--- src/inc/timer_half_pkg.sv ---
// Purpose: shared constants and types for one timer half
// Assumes: classic wishbone, 32-bit data, byte addresses
// Notes: offsets are word aligned
package timer_half_pkg;
  // register byte offsets
  localparam logic [7:0] OFF_GLOBAL_CONFIG = 8'h00;
  localparam logic [7:0] OFF_HALF_MODE = 8'h04;
  localparam logic [7:0] OFF_CONTROL = 8'h0C;
  localparam logic [7:0] OFF_INT_MASK = 8'h18;
  localparam logic [7:0] OFF_RAW_STATUS = 8'h1C;
  localparam logic [7:0] OFF_MASKED_STATUS = 8'h20;
  localparam logic [7:0] OFF_INT_CLEAR = 8'h24;
  localparam logic [7:0] OFF_INTERVAL_LOAD = 8'h28;
  localparam logic [7:0] OFF_MATCH_VALUE = 8'h30;
  localparam logic [7:0] OFF_PRESCALE = 8'h38;
  localparam logic [7:0] OFF_TIMER_VALUE = 8'h48;
  // global config values
  localparam logic [2:0] CFG_32_PERIODIC = 3'h0;
  localparam logic [2:0] CFG_32_RTC = 3'h1;
  localparam logic [2:0] CFG_16_SPLIT = 3'h4;
  // timer mode field values
  localparam logic [1:0] TMODE_ONE_SHOT = 2'h1;
  localparam logic [1:0] TMODE_PERIODIC = 2'h2;
  localparam logic [1:0] TMODE_CAPTURE = 2'h3;
  // half mode register fields
  localparam int MODE_TMR_LSB = 0;
  localparam int MODE_CMR_BIT = 2;
  localparam int MODE_AMS_BIT = 3;
  // control register fields
  localparam int CTL_EN_BIT = 0;
  localparam int CTL_EVENT_LSB = 2;
  localparam int CTL_RTC_BIT = 4;
  localparam int CTL_INV_BIT = 6;
  // status bit positions (raw, mask, clear share them)
  localparam int ST_TIMEOUT = 0;
  localparam int ST_MATCH = 1;
  localparam int ST_CAPTURE = 2;
  localparam int ST_RTC = 3;
  // edge select encodings
  localparam logic [1:0] EDGE_RISE = 2'h0;
  localparam logic [1:0] EDGE_FALL = 2'h1;
  localparam logic [1:0] EDGE_BOTH = 2'h3;
  // reset, zero-compare, rtc start and rtc roll values
  localparam logic [15:0] LOAD_RESET = 16'hFFFF;
  localparam logic [15:0] COUNT_ZERO = 16'h0000;
  localparam logic [7:0] PRESCALE_RESET = 8'h00;
  localparam logic [31:0] RTC_START = 32'h0000_0001;
  localparam logic [31:0] RTC_ROLL = 32'h0000_0000;
  // operating modes of the half
  typedef enum logic [2:0] {
    OP_IDLE = 3'b000,
    OP_ONE_SHOT = 3'b001,
    OP_PERIODIC = 3'b010,
    OP_EDGE_COUNT = 3'b011,
    OP_EDGE_TIME = 3'b100,
    OP_PWM = 3'b101,
    OP_RTC = 3'b110
  } op_mode_t;
  // decoded control fields
  typedef struct packed {
    logic run;
    logic [1:0] edge_select;
    logic rtc_stall_override;
    logic pwm_output_invert;
  } ctl_t;
endpackage : timer_half_pkg

--- src/rtl/timer_half.sv ---
// Purpose: one timer half: 16-bit periodic/one-shot, edge count, edge time, pwm, 32-bit rtc
// Assumes: classic wishbone slave, one clock, synchronous active high reset
// Notes: the 32-bit one-shot/periodic runs on this half's 16-bit datapath
//
// Contract
// source holds new level two clocks
// prescaler bypassed in capture and pwm
// mode select 0 counts chosen edges
// each qualifying edge decrements counter
// match sets raw and masked flags
// on match reload, stop, ignore edges
// edge time free-runs from load, one edge
// selected edge captures count, sets flags
// edge time keeps counting, reloads at zero
// captured value held until next edge
// pwm mode entered by mode fields
// pwm counts to zero then reloads
// pwm never sets status flags
// pwm high at load, low at match
// invert bit flips pwm polarity
// software stops timer before reconfiguring
// global config selects 32, rtc, 16
// mode field one-shot stops, periodic continues
// write one clears raw and masked
// rtc needs 32.768 kHz on pin
// rtc match rolls to zero, continues
// prescaler extends count in 16-bit modes
// pin synchronised, edges from sample pairs
//
// The implementer's own choices: the Wishbone register port and the placing of the registers.
`timescale 1ns/1ps
module timer_half
  import timer_half_pkg::*;
#(
  parameter int RTC_DIVIDE = 32768
) (
  input wire logic clk,
  input wire logic reset,
  input wire logic wb_cyc_i,
  input wire logic wb_stb_i,
  input wire logic wb_we_i,
  input wire logic [7:0] wb_adr_i,
  input wire logic [31:0] wb_dat_i,
  input wire logic [3:0] wb_sel_i,
  output logic [31:0] wb_dat_o,
  output logic wb_ack_o,
  input wire logic capture_compare_pin_i,
  output logic capture_compare_pin_o,
  output logic capture_compare_pin_oe
);
  if (RTC_DIVIDE < 2 || RTC_DIVIDE > 65536) begin : g_bad_divide
    $error("RTC_DIVIDE out of range");
  end

  // ----------------------------------------------------------------
  // state
  // ----------------------------------------------------------------
  logic [2:0] global_config_reg, next_global_config_reg;
  logic [3:0] half_mode_reg, next_half_mode_reg;
  ctl_t control_reg, next_control_reg;
  logic [3:0] interrupt_mask_reg, next_interrupt_mask_reg;
  logic [3:0] raw_status_reg, next_raw_status_reg;
  logic [15:0] interval_load_reg, next_interval_load_reg;
  logic [31:0] match_value_reg, next_match_value_reg;
  logic [7:0] prescale_reg, next_prescale_reg;
  logic [15:0] timer_value_reg, next_timer_value_reg;
  logic [15:0] count, next_count;
  logic [7:0] pre_count, next_pre_count;
  logic [31:0] rtc_count, next_rtc_count;
  logic [15:0] rtc_div, next_rtc_div;
  logic rtc_started, next_rtc_started;
  logic pwm_level, next_pwm_level;
  logic ack, next_ack;
  logic [31:0] rdata, next_rdata;
  logic sync1, sync2, sync3;
  op_mode_t op;
  // ----------------------------------------------------------------
  // helpers
  // ----------------------------------------------------------------
  // byte-lane merge; unselected lanes keep old bits, except on the control word where they write zero
  function automatic logic [31:0] merge(input logic [31:0] old, input logic [31:0] dat,
                                        input logic [3:0] sel);
    logic [31:0] r;
    r = old;
    for (int i = 0; i < 4; i++) begin
      if (sel[i]) r[i*8 +: 8] = dat[i*8 +: 8];
    end
    return r;
  endfunction : merge
  // ----------------------------------------------------------------
  // pin synchroniser and edge detect
  // ----------------------------------------------------------------
  // sync1 only feeds sync2; edges come from sync2/sync3 pairs
  always_ff @(posedge clk) begin
    sync1 <= capture_compare_pin_i;
    sync2 <= sync1;
    sync3 <= sync2;
  end
  logic rise, fall, edge_hit;
  assign rise = sync2 & ~sync3;
  assign fall = ~sync2 & sync3;
  // narrow pulses under two clocks may be missed entirely
  always_comb begin
    case (control_reg.edge_select)
      EDGE_RISE: edge_hit = rise;
      EDGE_FALL: edge_hit = fall;
      EDGE_BOTH: edge_hit = (op == OP_EDGE_COUNT) ? (rise | fall) : rise;
      default: edge_hit = rise;
    endcase
  end
  // ----------------------------------------------------------------
  // mode decode
  // ----------------------------------------------------------------
  always_comb begin
    op = OP_IDLE;
    if (global_config_reg == CFG_32_RTC) begin
      op = OP_RTC;
    end else if (global_config_reg == CFG_16_SPLIT || global_config_reg == CFG_32_PERIODIC) begin
      if (half_mode_reg[MODE_AMS_BIT] && !half_mode_reg[MODE_CMR_BIT] &&
          half_mode_reg[1:0] == TMODE_PERIODIC) begin
        op = OP_PWM;
      end else if (half_mode_reg[1:0] == TMODE_ONE_SHOT) begin
        op = OP_ONE_SHOT;
      end else if (half_mode_reg[1:0] == TMODE_PERIODIC) begin
        op = OP_PERIODIC;
      end else if (half_mode_reg[1:0] == TMODE_CAPTURE) begin
        op = half_mode_reg[MODE_CMR_BIT] ? OP_EDGE_TIME : OP_EDGE_COUNT;
      end
    end
  end
  // ----------------------------------------------------------------
  // bus decode and register writes
  // ----------------------------------------------------------------
  logic req, wr, auto_stop;
  assign req = wb_cyc_i & wb_stb_i & ~ack;
  assign wr = req & wb_we_i;
  logic [31:0] clear_bits, wr_word;
  assign wr_word = merge(32'h0000_0000, wb_dat_i, wb_sel_i);
  // write-one-to-clear of status; hardware set wins below
  assign clear_bits = (wr && wb_adr_i == OFF_INT_CLEAR) ? wr_word : 32'h0000_0000;

  always_comb begin
    next_ack = req;
    next_rdata = rdata;
    next_global_config_reg = global_config_reg;
    next_half_mode_reg = half_mode_reg;
    next_interrupt_mask_reg = interrupt_mask_reg;
    next_interval_load_reg = interval_load_reg;
    next_match_value_reg = match_value_reg;
    next_prescale_reg = prescale_reg;
    next_control_reg = control_reg;
    if (wr) begin
      if (wb_adr_i == OFF_GLOBAL_CONFIG) begin
        next_global_config_reg = 3'(merge({29'h0, global_config_reg}, wb_dat_i, wb_sel_i));
      end else if (wb_adr_i == OFF_HALF_MODE) begin
        next_half_mode_reg = 4'(merge({28'h0, half_mode_reg}, wb_dat_i, wb_sel_i));
      end else if (wb_adr_i == OFF_CONTROL) begin
        next_control_reg = ctl_t'({wr_word[CTL_EN_BIT], wr_word[CTL_EVENT_LSB +: 2],
                                   wr_word[CTL_RTC_BIT], wr_word[CTL_INV_BIT]});
      end else if (wb_adr_i == OFF_INT_MASK) begin
        next_interrupt_mask_reg = 4'(merge({28'h0, interrupt_mask_reg}, wb_dat_i, wb_sel_i));
      end else if (wb_adr_i == OFF_INTERVAL_LOAD) begin
        next_interval_load_reg = 16'(merge({16'h0, interval_load_reg}, wb_dat_i, wb_sel_i));
      end else if (wb_adr_i == OFF_MATCH_VALUE) begin
        next_match_value_reg = merge(match_value_reg, wb_dat_i, wb_sel_i);
      end else if (wb_adr_i == OFF_PRESCALE) begin
        next_prescale_reg = 8'(merge({24'h0, prescale_reg}, wb_dat_i, wb_sel_i));
      end
    end else if (req) begin
      // unmapped reads return zero
      if (wb_adr_i == OFF_GLOBAL_CONFIG) next_rdata = {29'h0, global_config_reg};
      else if (wb_adr_i == OFF_HALF_MODE) next_rdata = {28'h0, half_mode_reg};
      else if (wb_adr_i == OFF_CONTROL) next_rdata = {25'h0, control_reg.pwm_output_invert, 1'b0,
                                                   control_reg.rtc_stall_override,
                                                   control_reg.edge_select, 1'b0, control_reg.run};
      else if (wb_adr_i == OFF_INT_MASK) next_rdata = {28'h0, interrupt_mask_reg};
      else if (wb_adr_i == OFF_RAW_STATUS) next_rdata = {28'h0, raw_status_reg};
      else if (wb_adr_i == OFF_MASKED_STATUS) next_rdata = {28'h0, raw_status_reg & interrupt_mask_reg};
      else if (wb_adr_i == OFF_INTERVAL_LOAD) next_rdata = {16'h0, interval_load_reg};
      else if (wb_adr_i == OFF_MATCH_VALUE) next_rdata = match_value_reg;
      else if (wb_adr_i == OFF_PRESCALE) next_rdata = {24'h0, prescale_reg};
      else if (wb_adr_i == OFF_TIMER_VALUE) next_rdata = (op == OP_RTC) ? rtc_count
                                                                      : {16'h0, timer_value_reg};
      else next_rdata = 32'h0000_0000;
    end
    // a hardware stop beats a software write of the control word
    if (auto_stop) next_control_reg.run = 1'b0;
  end
  // ----------------------------------------------------------------
  // counter engine
  // ----------------------------------------------------------------
  logic run, step, at_zero, at_match, rtc_tick;
  assign run = control_reg.run;
  assign at_zero = (count == COUNT_ZERO);
  assign at_match = (count == match_value_reg[15:0]);
  assign rtc_tick = (rtc_div == 16'(RTC_DIVIDE - 1)) & edge_hit;
  // prescale only in one-shot/periodic; capture and pwm step every event or clock
  assign step = (op == OP_ONE_SHOT || op == OP_PERIODIC) ? (pre_count == PRESCALE_RESET) : 1'b1;
  assign auto_stop = run && ((op == OP_ONE_SHOT && step && at_zero) ||
                             (op == OP_EDGE_COUNT && at_match));

  always_comb begin
    next_count = count;
    next_pre_count = pre_count;
    next_timer_value_reg = timer_value_reg;
    next_raw_status_reg = raw_status_reg & ~clear_bits[3:0];
    next_rtc_count = rtc_count;
    next_rtc_div = rtc_div;
    next_rtc_started = rtc_started;
    next_pwm_level = pwm_level;
    if (run) begin
      case (op)
        OP_ONE_SHOT, OP_PERIODIC: begin
          next_pre_count = (pre_count == PRESCALE_RESET) ? prescale_reg : pre_count - 8'h01;
          if (step) begin
            if (at_zero) begin
              next_count = interval_load_reg;
              next_raw_status_reg[ST_TIMEOUT] = 1'b1;
            end else begin
              next_count = count - 16'h0001;
            end
          end
          next_timer_value_reg = next_count;
        end
        OP_EDGE_COUNT: begin
          if (edge_hit) begin
            next_count = count - 16'h0001;
          end
          if (at_match) begin
            next_raw_status_reg[ST_MATCH] = 1'b1;
            next_count = interval_load_reg;
          end
          next_timer_value_reg = next_count;
        end
        OP_EDGE_TIME: begin
          next_count = at_zero ? interval_load_reg : count - 16'h0001;
          if (edge_hit) begin
            next_timer_value_reg = count;
            next_raw_status_reg[ST_CAPTURE] = 1'b1;
          end
        end
        OP_PWM: begin // no status flag is touched in pwm
          next_count = at_zero ? interval_load_reg : count - 16'h0001;
          if (count == interval_load_reg) next_pwm_level = 1'b1;
          else if (at_match) next_pwm_level = 1'b0;
          next_timer_value_reg = next_count;
        end
        OP_RTC: begin
          // rtc_stall_override: no stall input exists here, so the bit is storage only
          if (!rtc_started) begin
            next_rtc_count = RTC_START;
            next_rtc_started = 1'b1;
          end else if (edge_hit) begin
            next_rtc_div = rtc_tick ? 16'h0000 : rtc_div + 16'h0001;
            if (rtc_tick) begin
              if (rtc_count == match_value_reg) begin
                next_rtc_count = RTC_ROLL;
                next_raw_status_reg[ST_RTC] = 1'b1;
              end else begin
                next_rtc_count = rtc_count + 32'h0000_0001;
              end
            end
          end
        end
        default: ;
      endcase
    end else begin
      next_pre_count = prescale_reg;
      next_count = interval_load_reg; // edge time starts from load too
      next_pwm_level = 1'b0;
    end
  end

  always_ff @(posedge clk) begin
    if (reset) begin
      global_config_reg <= 3'h0;
      half_mode_reg <= 4'h0;
      control_reg <= '0;
      interrupt_mask_reg <= 4'h0;
      raw_status_reg <= 4'h0;
      interval_load_reg <= LOAD_RESET;
      match_value_reg <= {16'h0000, LOAD_RESET};
      prescale_reg <= PRESCALE_RESET;
      timer_value_reg <= LOAD_RESET;
      count <= LOAD_RESET;
      pre_count <= PRESCALE_RESET;
      rtc_count <= RTC_ROLL;
      rtc_div <= 16'h0000;
      rtc_started <= 1'b0;
      pwm_level <= 1'b0;
      ack <= 1'b0;
      rdata <= 32'h0000_0000;
    end else begin
      global_config_reg <= next_global_config_reg;
      half_mode_reg <= next_half_mode_reg;
      control_reg <= next_control_reg;
      interrupt_mask_reg <= next_interrupt_mask_reg;
      raw_status_reg <= next_raw_status_reg;
      interval_load_reg <= next_interval_load_reg;
      match_value_reg <= next_match_value_reg;
      prescale_reg <= next_prescale_reg;
      timer_value_reg <= next_timer_value_reg;
      count <= next_count;
      pre_count <= next_pre_count;
      rtc_count <= next_rtc_count;
      rtc_div <= next_rtc_div;
      rtc_started <= (op == OP_RTC) ? next_rtc_started : 1'b0;
      pwm_level <= next_pwm_level;
      ack <= next_ack;
      rdata <= next_rdata;
    end
  end
  // ----------------------------------------------------------------
  // outputs
  // ----------------------------------------------------------------
  assign wb_ack_o = ack;
  assign wb_dat_o = rdata;
  // pin is driven only in pwm mode; otherwise it is an input
  assign capture_compare_pin_oe = (op == OP_PWM);
  assign capture_compare_pin_o = (op == OP_PWM) & (pwm_level ^ control_reg.pwm_output_invert);
endmodule : timer_half

--- config.mk ---
export PLATFORM = sky130hd
export DESIGN_NAME = timer_half
export DESIGN_NICKNAME = d
export VERILOG_FILES = /design/src/inc/timer_half_pkg.sv /design/src/rtl/timer_half.sv
export SDC_FILE = /design/constraint.sdc
export NUM_CORES = 1
export LEC_CHECK = 0
export BUFFER_PORTS_ARGS = -buffer_cell sky130_fd_sc_hd__buf_2
export CORE_AREA = 2 2 166 168
export CTS_CLUSTER_SIZE = 28
export DETAILED_ROUTE_END_ITERATION = 10
export DIE_AREA = 0 0 168 170
export HOLD_SLACK_MARGIN = 0.08
export MAX_ROUTING_LAYER = met4
export PLACE_DENSITY = 0.7
export SLEW_MARGIN = 10
export SYNTH_ARGS = -nofsm -noshare
export SYNTH_HDL_FRONTEND = slang
export SYNTH_SLANG_ARGS = --single-unit
--- constraint.sdc ---
create_clock -name clk -period 3.95 [get_ports clk]
set_clock_uncertainty 0.15 [all_clocks]
set_input_delay 0.79 -clock clk [delete_from_list [all_inputs] [get_ports clk]]
set_output_delay 0.79 -clock clk [all_outputs]
set_load 0.05 [all_outputs]
* After elaboration in Yosys (flattened, before gate mapping) *
Index checks and enable logic that the tools add are counted.

word-level totals
  register bits after elaboration = 202
  bits in latches = 0
  RAM bits = 0
  ROM bits = 0
  memories = 0

operators by class
  add/sub/neg operators = 4
  multipliers = 0
  divide/modulo/power cells = 0
  magnitude comparators = 0
  eq/ne operators = 32
  shift-type cells = 0
  muxes and demuxes = 54
  bitwise logic cells = 24
  reduce and logical (&&, ||, !) cells = 38

operators by type and width
  kind                                                                  number
  32-bit 2-to-1 mux                                                     15
  16-bit 2-to-1 mux                                                     7
  16-bit one-hot mux with 4 select lines                                1
  16-bit one-hot mux with 3 select lines                                1
  8-bit by 6-bit == test with 1-bit output, second input constant       5
  32-bit by 1-bit adder with 32-bit output, second input constant       1
  16-bit == test                                                        2
  32-bit == test                                                        1
  8-bit AND reduction                                                   4
  8-bit 2-to-1 mux                                                      3
  3-bit 2-to-1 mux                                                      7
  16-bit by 1-bit adder with 16-bit output, second input constant       1
  16-bit by 15-bit == test with 1-bit output, second input constant     1
  8-bit by 5-bit == test with 1-bit output, second input constant       2
  16-bit logical NOT                                                    1
  8-bit logical NOT                                                     2
  1-bit 2-to-1 mux                                                      16
  4-bit AND reduction                                                   4
  16-bit by 1-bit subtractor with 16-bit output, second input constant  1
  7-bit AND reduction                                                   2
  3-bit == test, second input constant                                  4
  1-bit inverter                                                        12
  2-bit OR reduction                                                    5
  9-bit AND reduction                                                   1
  28 further kinds                                                      53

* Depth between registers and ports, before layout *
  depth in word-level cells = 19
  mapped depth = 12
  depth with buffers taken out = 9

* Worst setup path before layout *
Ideal clock, no wire load.

  kind = register to output
  start point = register global_config_reg[1]
  end point = output capture_compare_pin_o
  data arrival time = 2664 ps
  required time = 3010 ps
  path slack = 346 ps
  cell stages (with the launch flop) = 5
  path buffers = 1
  path through = dfxtp_1 -> clkbuf_1 -> a2111oi_0 -> nand2_1 -> nor2_1

on the way
  longest elaborated chain between the ends = 6
  elaborated cells on any way between the ends = 8
  classes of those cells = eq/ne (3); mux (2); bitwise (1); reduce/logical (2)

ends and longest elaborated chain
  item                                                       RTL line           text
  start, declared                                            timer_half.sv:58   logic [2:0] global_config_reg, next_global_config_reg;
  start signal, assigned                                     timer_half.sv:294  global_config_reg <= next_global_config_reg;
  3-bit == test / 3-bit logical NOT (equally long branches)  timer_half.sv:118  end else if (global_config_reg == CFG_16_SPLIT || global_config_reg == CFG_32_PERIODIC) begin
  1-bit logical OR                                           timer_half.sv:118
  3-bit 2-to-1 mux                                           timer_half.sv:118
  3-bit 2-to-1 mux (*)                                       timer_half.sv:116  if (global_config_reg == CFG_32_RTC) begin
  3-bit == test (*)                                          timer_half.sv:320  assign capture_compare_pin_o = (op == OP_PWM) & (pwm_level ^ control_reg.pwm_output_invert);
  1-bit AND (*)                                              timer_half.sv:320
  end, declared                                              timer_half.sv:48   output logic capture_compare_pin_o,

Every way passes the cells marked *; elsewhere a longest branch is shown, timed or not.

* Worst setup path in the final report *
  start point = register count[1]
  end point = register count[3]

on the way
  longest elaborated chain between the ends = 5
  elaborated cells on any way between the ends = 9
  classes of those cells = add/sub (1); eq/ne (1); mux (6); reduce/logical (1)

ends and longest elaborated chain
  item                                                                                        RTL line                              text
  start, declared                                                                             timer_half.sv:67                      logic [15:0] count, next_count;
  start signal, assigned                                                                      timer_half.sv:303                     count <= next_count;
  16-bit by 1-bit subtractor with 16-bit output / 16-bit logical NOT (equally long branches)  -
  16-bit 2-to-1 mux, on equally long branches                                                 -
  16-bit 2-to-1 mux, on equally long branches                                                 timer_half.sv:229, timer_half.sv:215
  16-bit one-hot mux with 3 select lines (*)                                                  timer_half.sv:212                     case (op)
  16-bit 2-to-1 mux (*)                                                                       timer_half.sv:211                     if (run) begin

Marked as above.
A chain may end at the register's enable or synchronous reset.

==> out/qor.csv <==
stage,metric,value,unit
drt,ant_nets,0,
clocking,path_clk_slew,0.06,ns
sta,final-setup-viol-count,0,
drt,wirelength,41.3,mm
synthesis,synth_seq_cells,202,
power_and_ir_drop,irDropWorstVdd,265,µV
sta,hold_viol,0,
finish,area_delta_synth_final,13.3,%
placed_design,port_buffers,84,
drt,drt-vias-per-instance,6.26,
placed_design,dpl.hpwl,29.2,mm
clocking,cts_buffers,23,
power_and_ir_drop,power.share.clock,47.9,%
drt,drtIter0Drc,1495,
drt,drc,0,
finish,final_cell_area,13500,µm²
global_routing,grt_max_degree,151,
power_and_ir_drop,p_seq_share,48.2,%
global_routing,antenna_found_initial,0,
clocking,ctsResizeCount,0,
global_routing,grt_usage,29.0,%
global_routing,grt_overflow_total,0,
power_and_ir_drop,combinationalPowerShare,3.9,%
synthesis,ys_seq_area_share,33.9,%
synthesis,synth_cell_types,75,
sta,hold_slack,0.184,ns
synthesis,ys.flop_type,dfxtp_1,
clocking,cts_buffer_depth,3,
finish,final_common_cell,dfxtp_1,
finish,final_cells,1927,
critical_path,path_cells,inv_1 > ha_1 > or4b_1 > or4_4 > mux2_4 > mux2_4 > a222oi_1 > a21oi_1 > a211o_1,
clocking,cts_max_level,1,
drt,wl_per_cell,21.5,µm
power_and_ir_drop,p_leak,4.87,nW
synthesis,synthCells,1520,
synthesis,yosysWarnings,0,
status,status,"complete, no violations",
sta,fmax,285,MHz
floorplanning,dieWidth,168,µm
synthesis,synth_edf_count,0,
power_and_ir_drop,p_int,3.24,mW
placed_design,dp.cells,1885,
critical_path,critical_path_buf_inv_count,1,
global_routing,grt_pass1_wl,64.1,mm
critical_path,reg2reg_depth,9,
critical_path,cp_slowest_cell,or4_4,
power_and_ir_drop,p_sw_share,23.6,%
finish,num_antenna_cells,0,
critical_path,critPathCaptureType,flip-flop,
sta,timing.setup.tns,0,ns
sta,worst_slew_pin_slew,0.874,ns
critical_path,reg2reg_setup_slack,0.45,ns
finish,layout_common_cells,"202 x dfxtp_1, 158 x nor2_1, 115 x nand2_1, 107 x a21oi_1, 99 x o21ai_0",
power_and_ir_drop,switchingPower,0.999,mW
min_path,whs_path_depth,0,
synthesis,avgSynthCellArea,7.85,µm²
critical_path,worstPathRequired,4.21,ns
placed_design,dpl_cell_area,12800,µm²
finish,layout.nets,1626,
finish,multi_input_area,7300,µm²
placed_design,gp_congestion,0.989,
floorplanning,die_y,170,µm
critical_path,critPathKind,reg -> reg,
critical_path,cp.depth,9,
sta,final_max_slew_viol_count,0,
power_and_ir_drop,power_density,314,nW/µm²
global_routing,grt_pass1_vias,11100,
floorplanning,io_pins,85,
floorplanning,initial_utilization,44.8,%
finish,fillCellCount,2523,
critical_path,arrival,3.76,ns
floorplanning,row_count,60,
sta,rsz0062_at_grt,false,
critical_path,startpoint_type,flip-flop,
clocking,cts_hold_buf,0,
clocking,post-cts-setup-buffers,0,
finish,fin_util,50.7,%
clocking,cts_tree,done,
clocking,clock-root-buffer,clkbuf_16,
sta,min_period,3.50,ns
critical_path,cp_slowest_stage_delay,0.65,ns
critical_path,worstReg2RegStart,count[1],
floorplanning,dieArea,28600,µm²
critical_path,cp_common_cell,mux2_4,
min_path,hold_end,sync2,
floorplanning,core,26700,µm²
sta,slew_headroom,41.6,%
drt,vias,12100,
synthesis,synth_nets,1577,
synthesis,async_reset_ff_share,0,%
critical_path,reg2reg_to,count[3],
clocking,clk-insertion-delay-late,0.52,ns
min_path,min_from,sync1,
finish,regArea,4040,µm²
sta,period_share,88.7,%
synthesis,synthesis.area,11900,µm²
finish,layout-drive-gt1-share,13.6,%
min_path,hp-class,reg -> reg,
flow_run,max_cap_viol_count,0,
critical_path,cp_max_fo,13,
clocking,clock-sinks,202,
critical_path,crit_family,simple AND/OR/NAND/NOR gates,
drt,drt_first_pass_iters,6,
power by group through the flow:
| stage | Clock (mW) | Sequential (mW) | Combinational, mW |
|---|---|---|---|
| 3_3_place_gp | 0 | 2.09 | 0.161 |
| 3_5_place_dp | 0 | 2.09 | 0.162 |
| 6_report | 2.03 | 2.05 | 0.165 |
| 4_1_cts | 2.06 | 2.05 | 0.162 |
| 5_1_grt | 2.13 | 2.04 | 0.177 |
| 2_1_floorplan | 0 | 2.10 | 0.0793 |
worst max path at each step:
| stage | to | start | slack, ns |
|---|---|---|---|
| 2_1_floorplan | capture_compare_pin_o | global_config_reg[1] | 0.35 |
| 3_3_place_gp | count[3] | count[1] | 0.58 |
| 3_5_place_dp | count[3] | count[1] | 0.51 |
| 4_1_cts | count[3] | count[1] | 0.47 |
| 5_1_grt | count[3] | count[1] | 0.33 |
| 6_report | count[3] | count[1] | 0.45 |
stage by stage:
stage	setup WS, ns	total power [mW]
2_1_floorplan	0.346	2.18
3_3_place_gp	0.583	2.25
3_5_place_dp	0.510	2.25
4_1_cts	0.469	4.27
5_1_grt	0.325	4.36
6_report	0.447	4.24
metal layers:
layer | up-vias | track usage [%] | part of all wire, % | wire length, µm
met5 | - | - | 0 | 0
met4 | 0 | 12.0 | 4.4 | 1830
met3 | 127 | 4.60 | 9.3 | 3840
met2 | 628 | 44.2 | 44 | 18300
met1 | 5672 | 38.4 | 42 | 17300
li1 | 5637 | - | - | -
cells by family (layout without fill, tap and decap cells):
group	after synthesis	in the layout	synth area share (%)
simple gates	567	567	23.7
buf+inv	155	221	5.15
flops	202	202	33.9
fa+ha+maj	7	7	0.734
mux	40	40	3.47
xor+xnor	123	123	9.03
compound gates	426	426	24.0
synthesized netlist by cell type, types with 13 or more instances:
cell | instances | area share [%]
dfxtp_1 | 202 | 34
nor3_1 | 42 | 1.8
a22o_1 | 21 | 1.5
nand4_1 | 38 | 2.0
nor2_1 | 159 | 5.0
xnor2_1 | 72 | 5.3
a211oi_1 | 13 | 0.82
a21oi_1 | 107 | 4.5
nor4_1 | 28 | 1.5
a22oi_1 | 37 | 2.3
o21ai_0 | 99 | 4.2
nand2_1 | 115 | 3.6
nand3_1 | 55 | 2.3
clkbuf_1 | 111 | 3.5
a211o_1 | 36 | 2.6
and3_1 | 20 | 1.0
xor2_1 | 51 | 3.7
inv_1 | 26 | 0.82
mux2i_1 | 35 | 2.9
nor2b_1 | 33 | 1.7
worst register-to-register path, cell delays in order, from the launching register on:
cell and delay [ns]:
dfxtp_1 0.39, inv_1 0.13, ha_1 0.15, or4b_1 0.55, or4_4 0.65, mux2_4 0.35, mux2_4 0.26, a222oi_1 0.37
a21oi_1 0.12, a211o_1 0.27
cell type report:
type                    instances  area share, %
repair buffers                152           7.00
flip-flops and latches        202           29.9
inverters                      27          0.750
well taps                     341           3.16
multi-input cells            1163           54.0
clock buffers                  34           4.86
clock inverters                 8          0.342
Note: power is estimated with default switching activity, not from simulation.
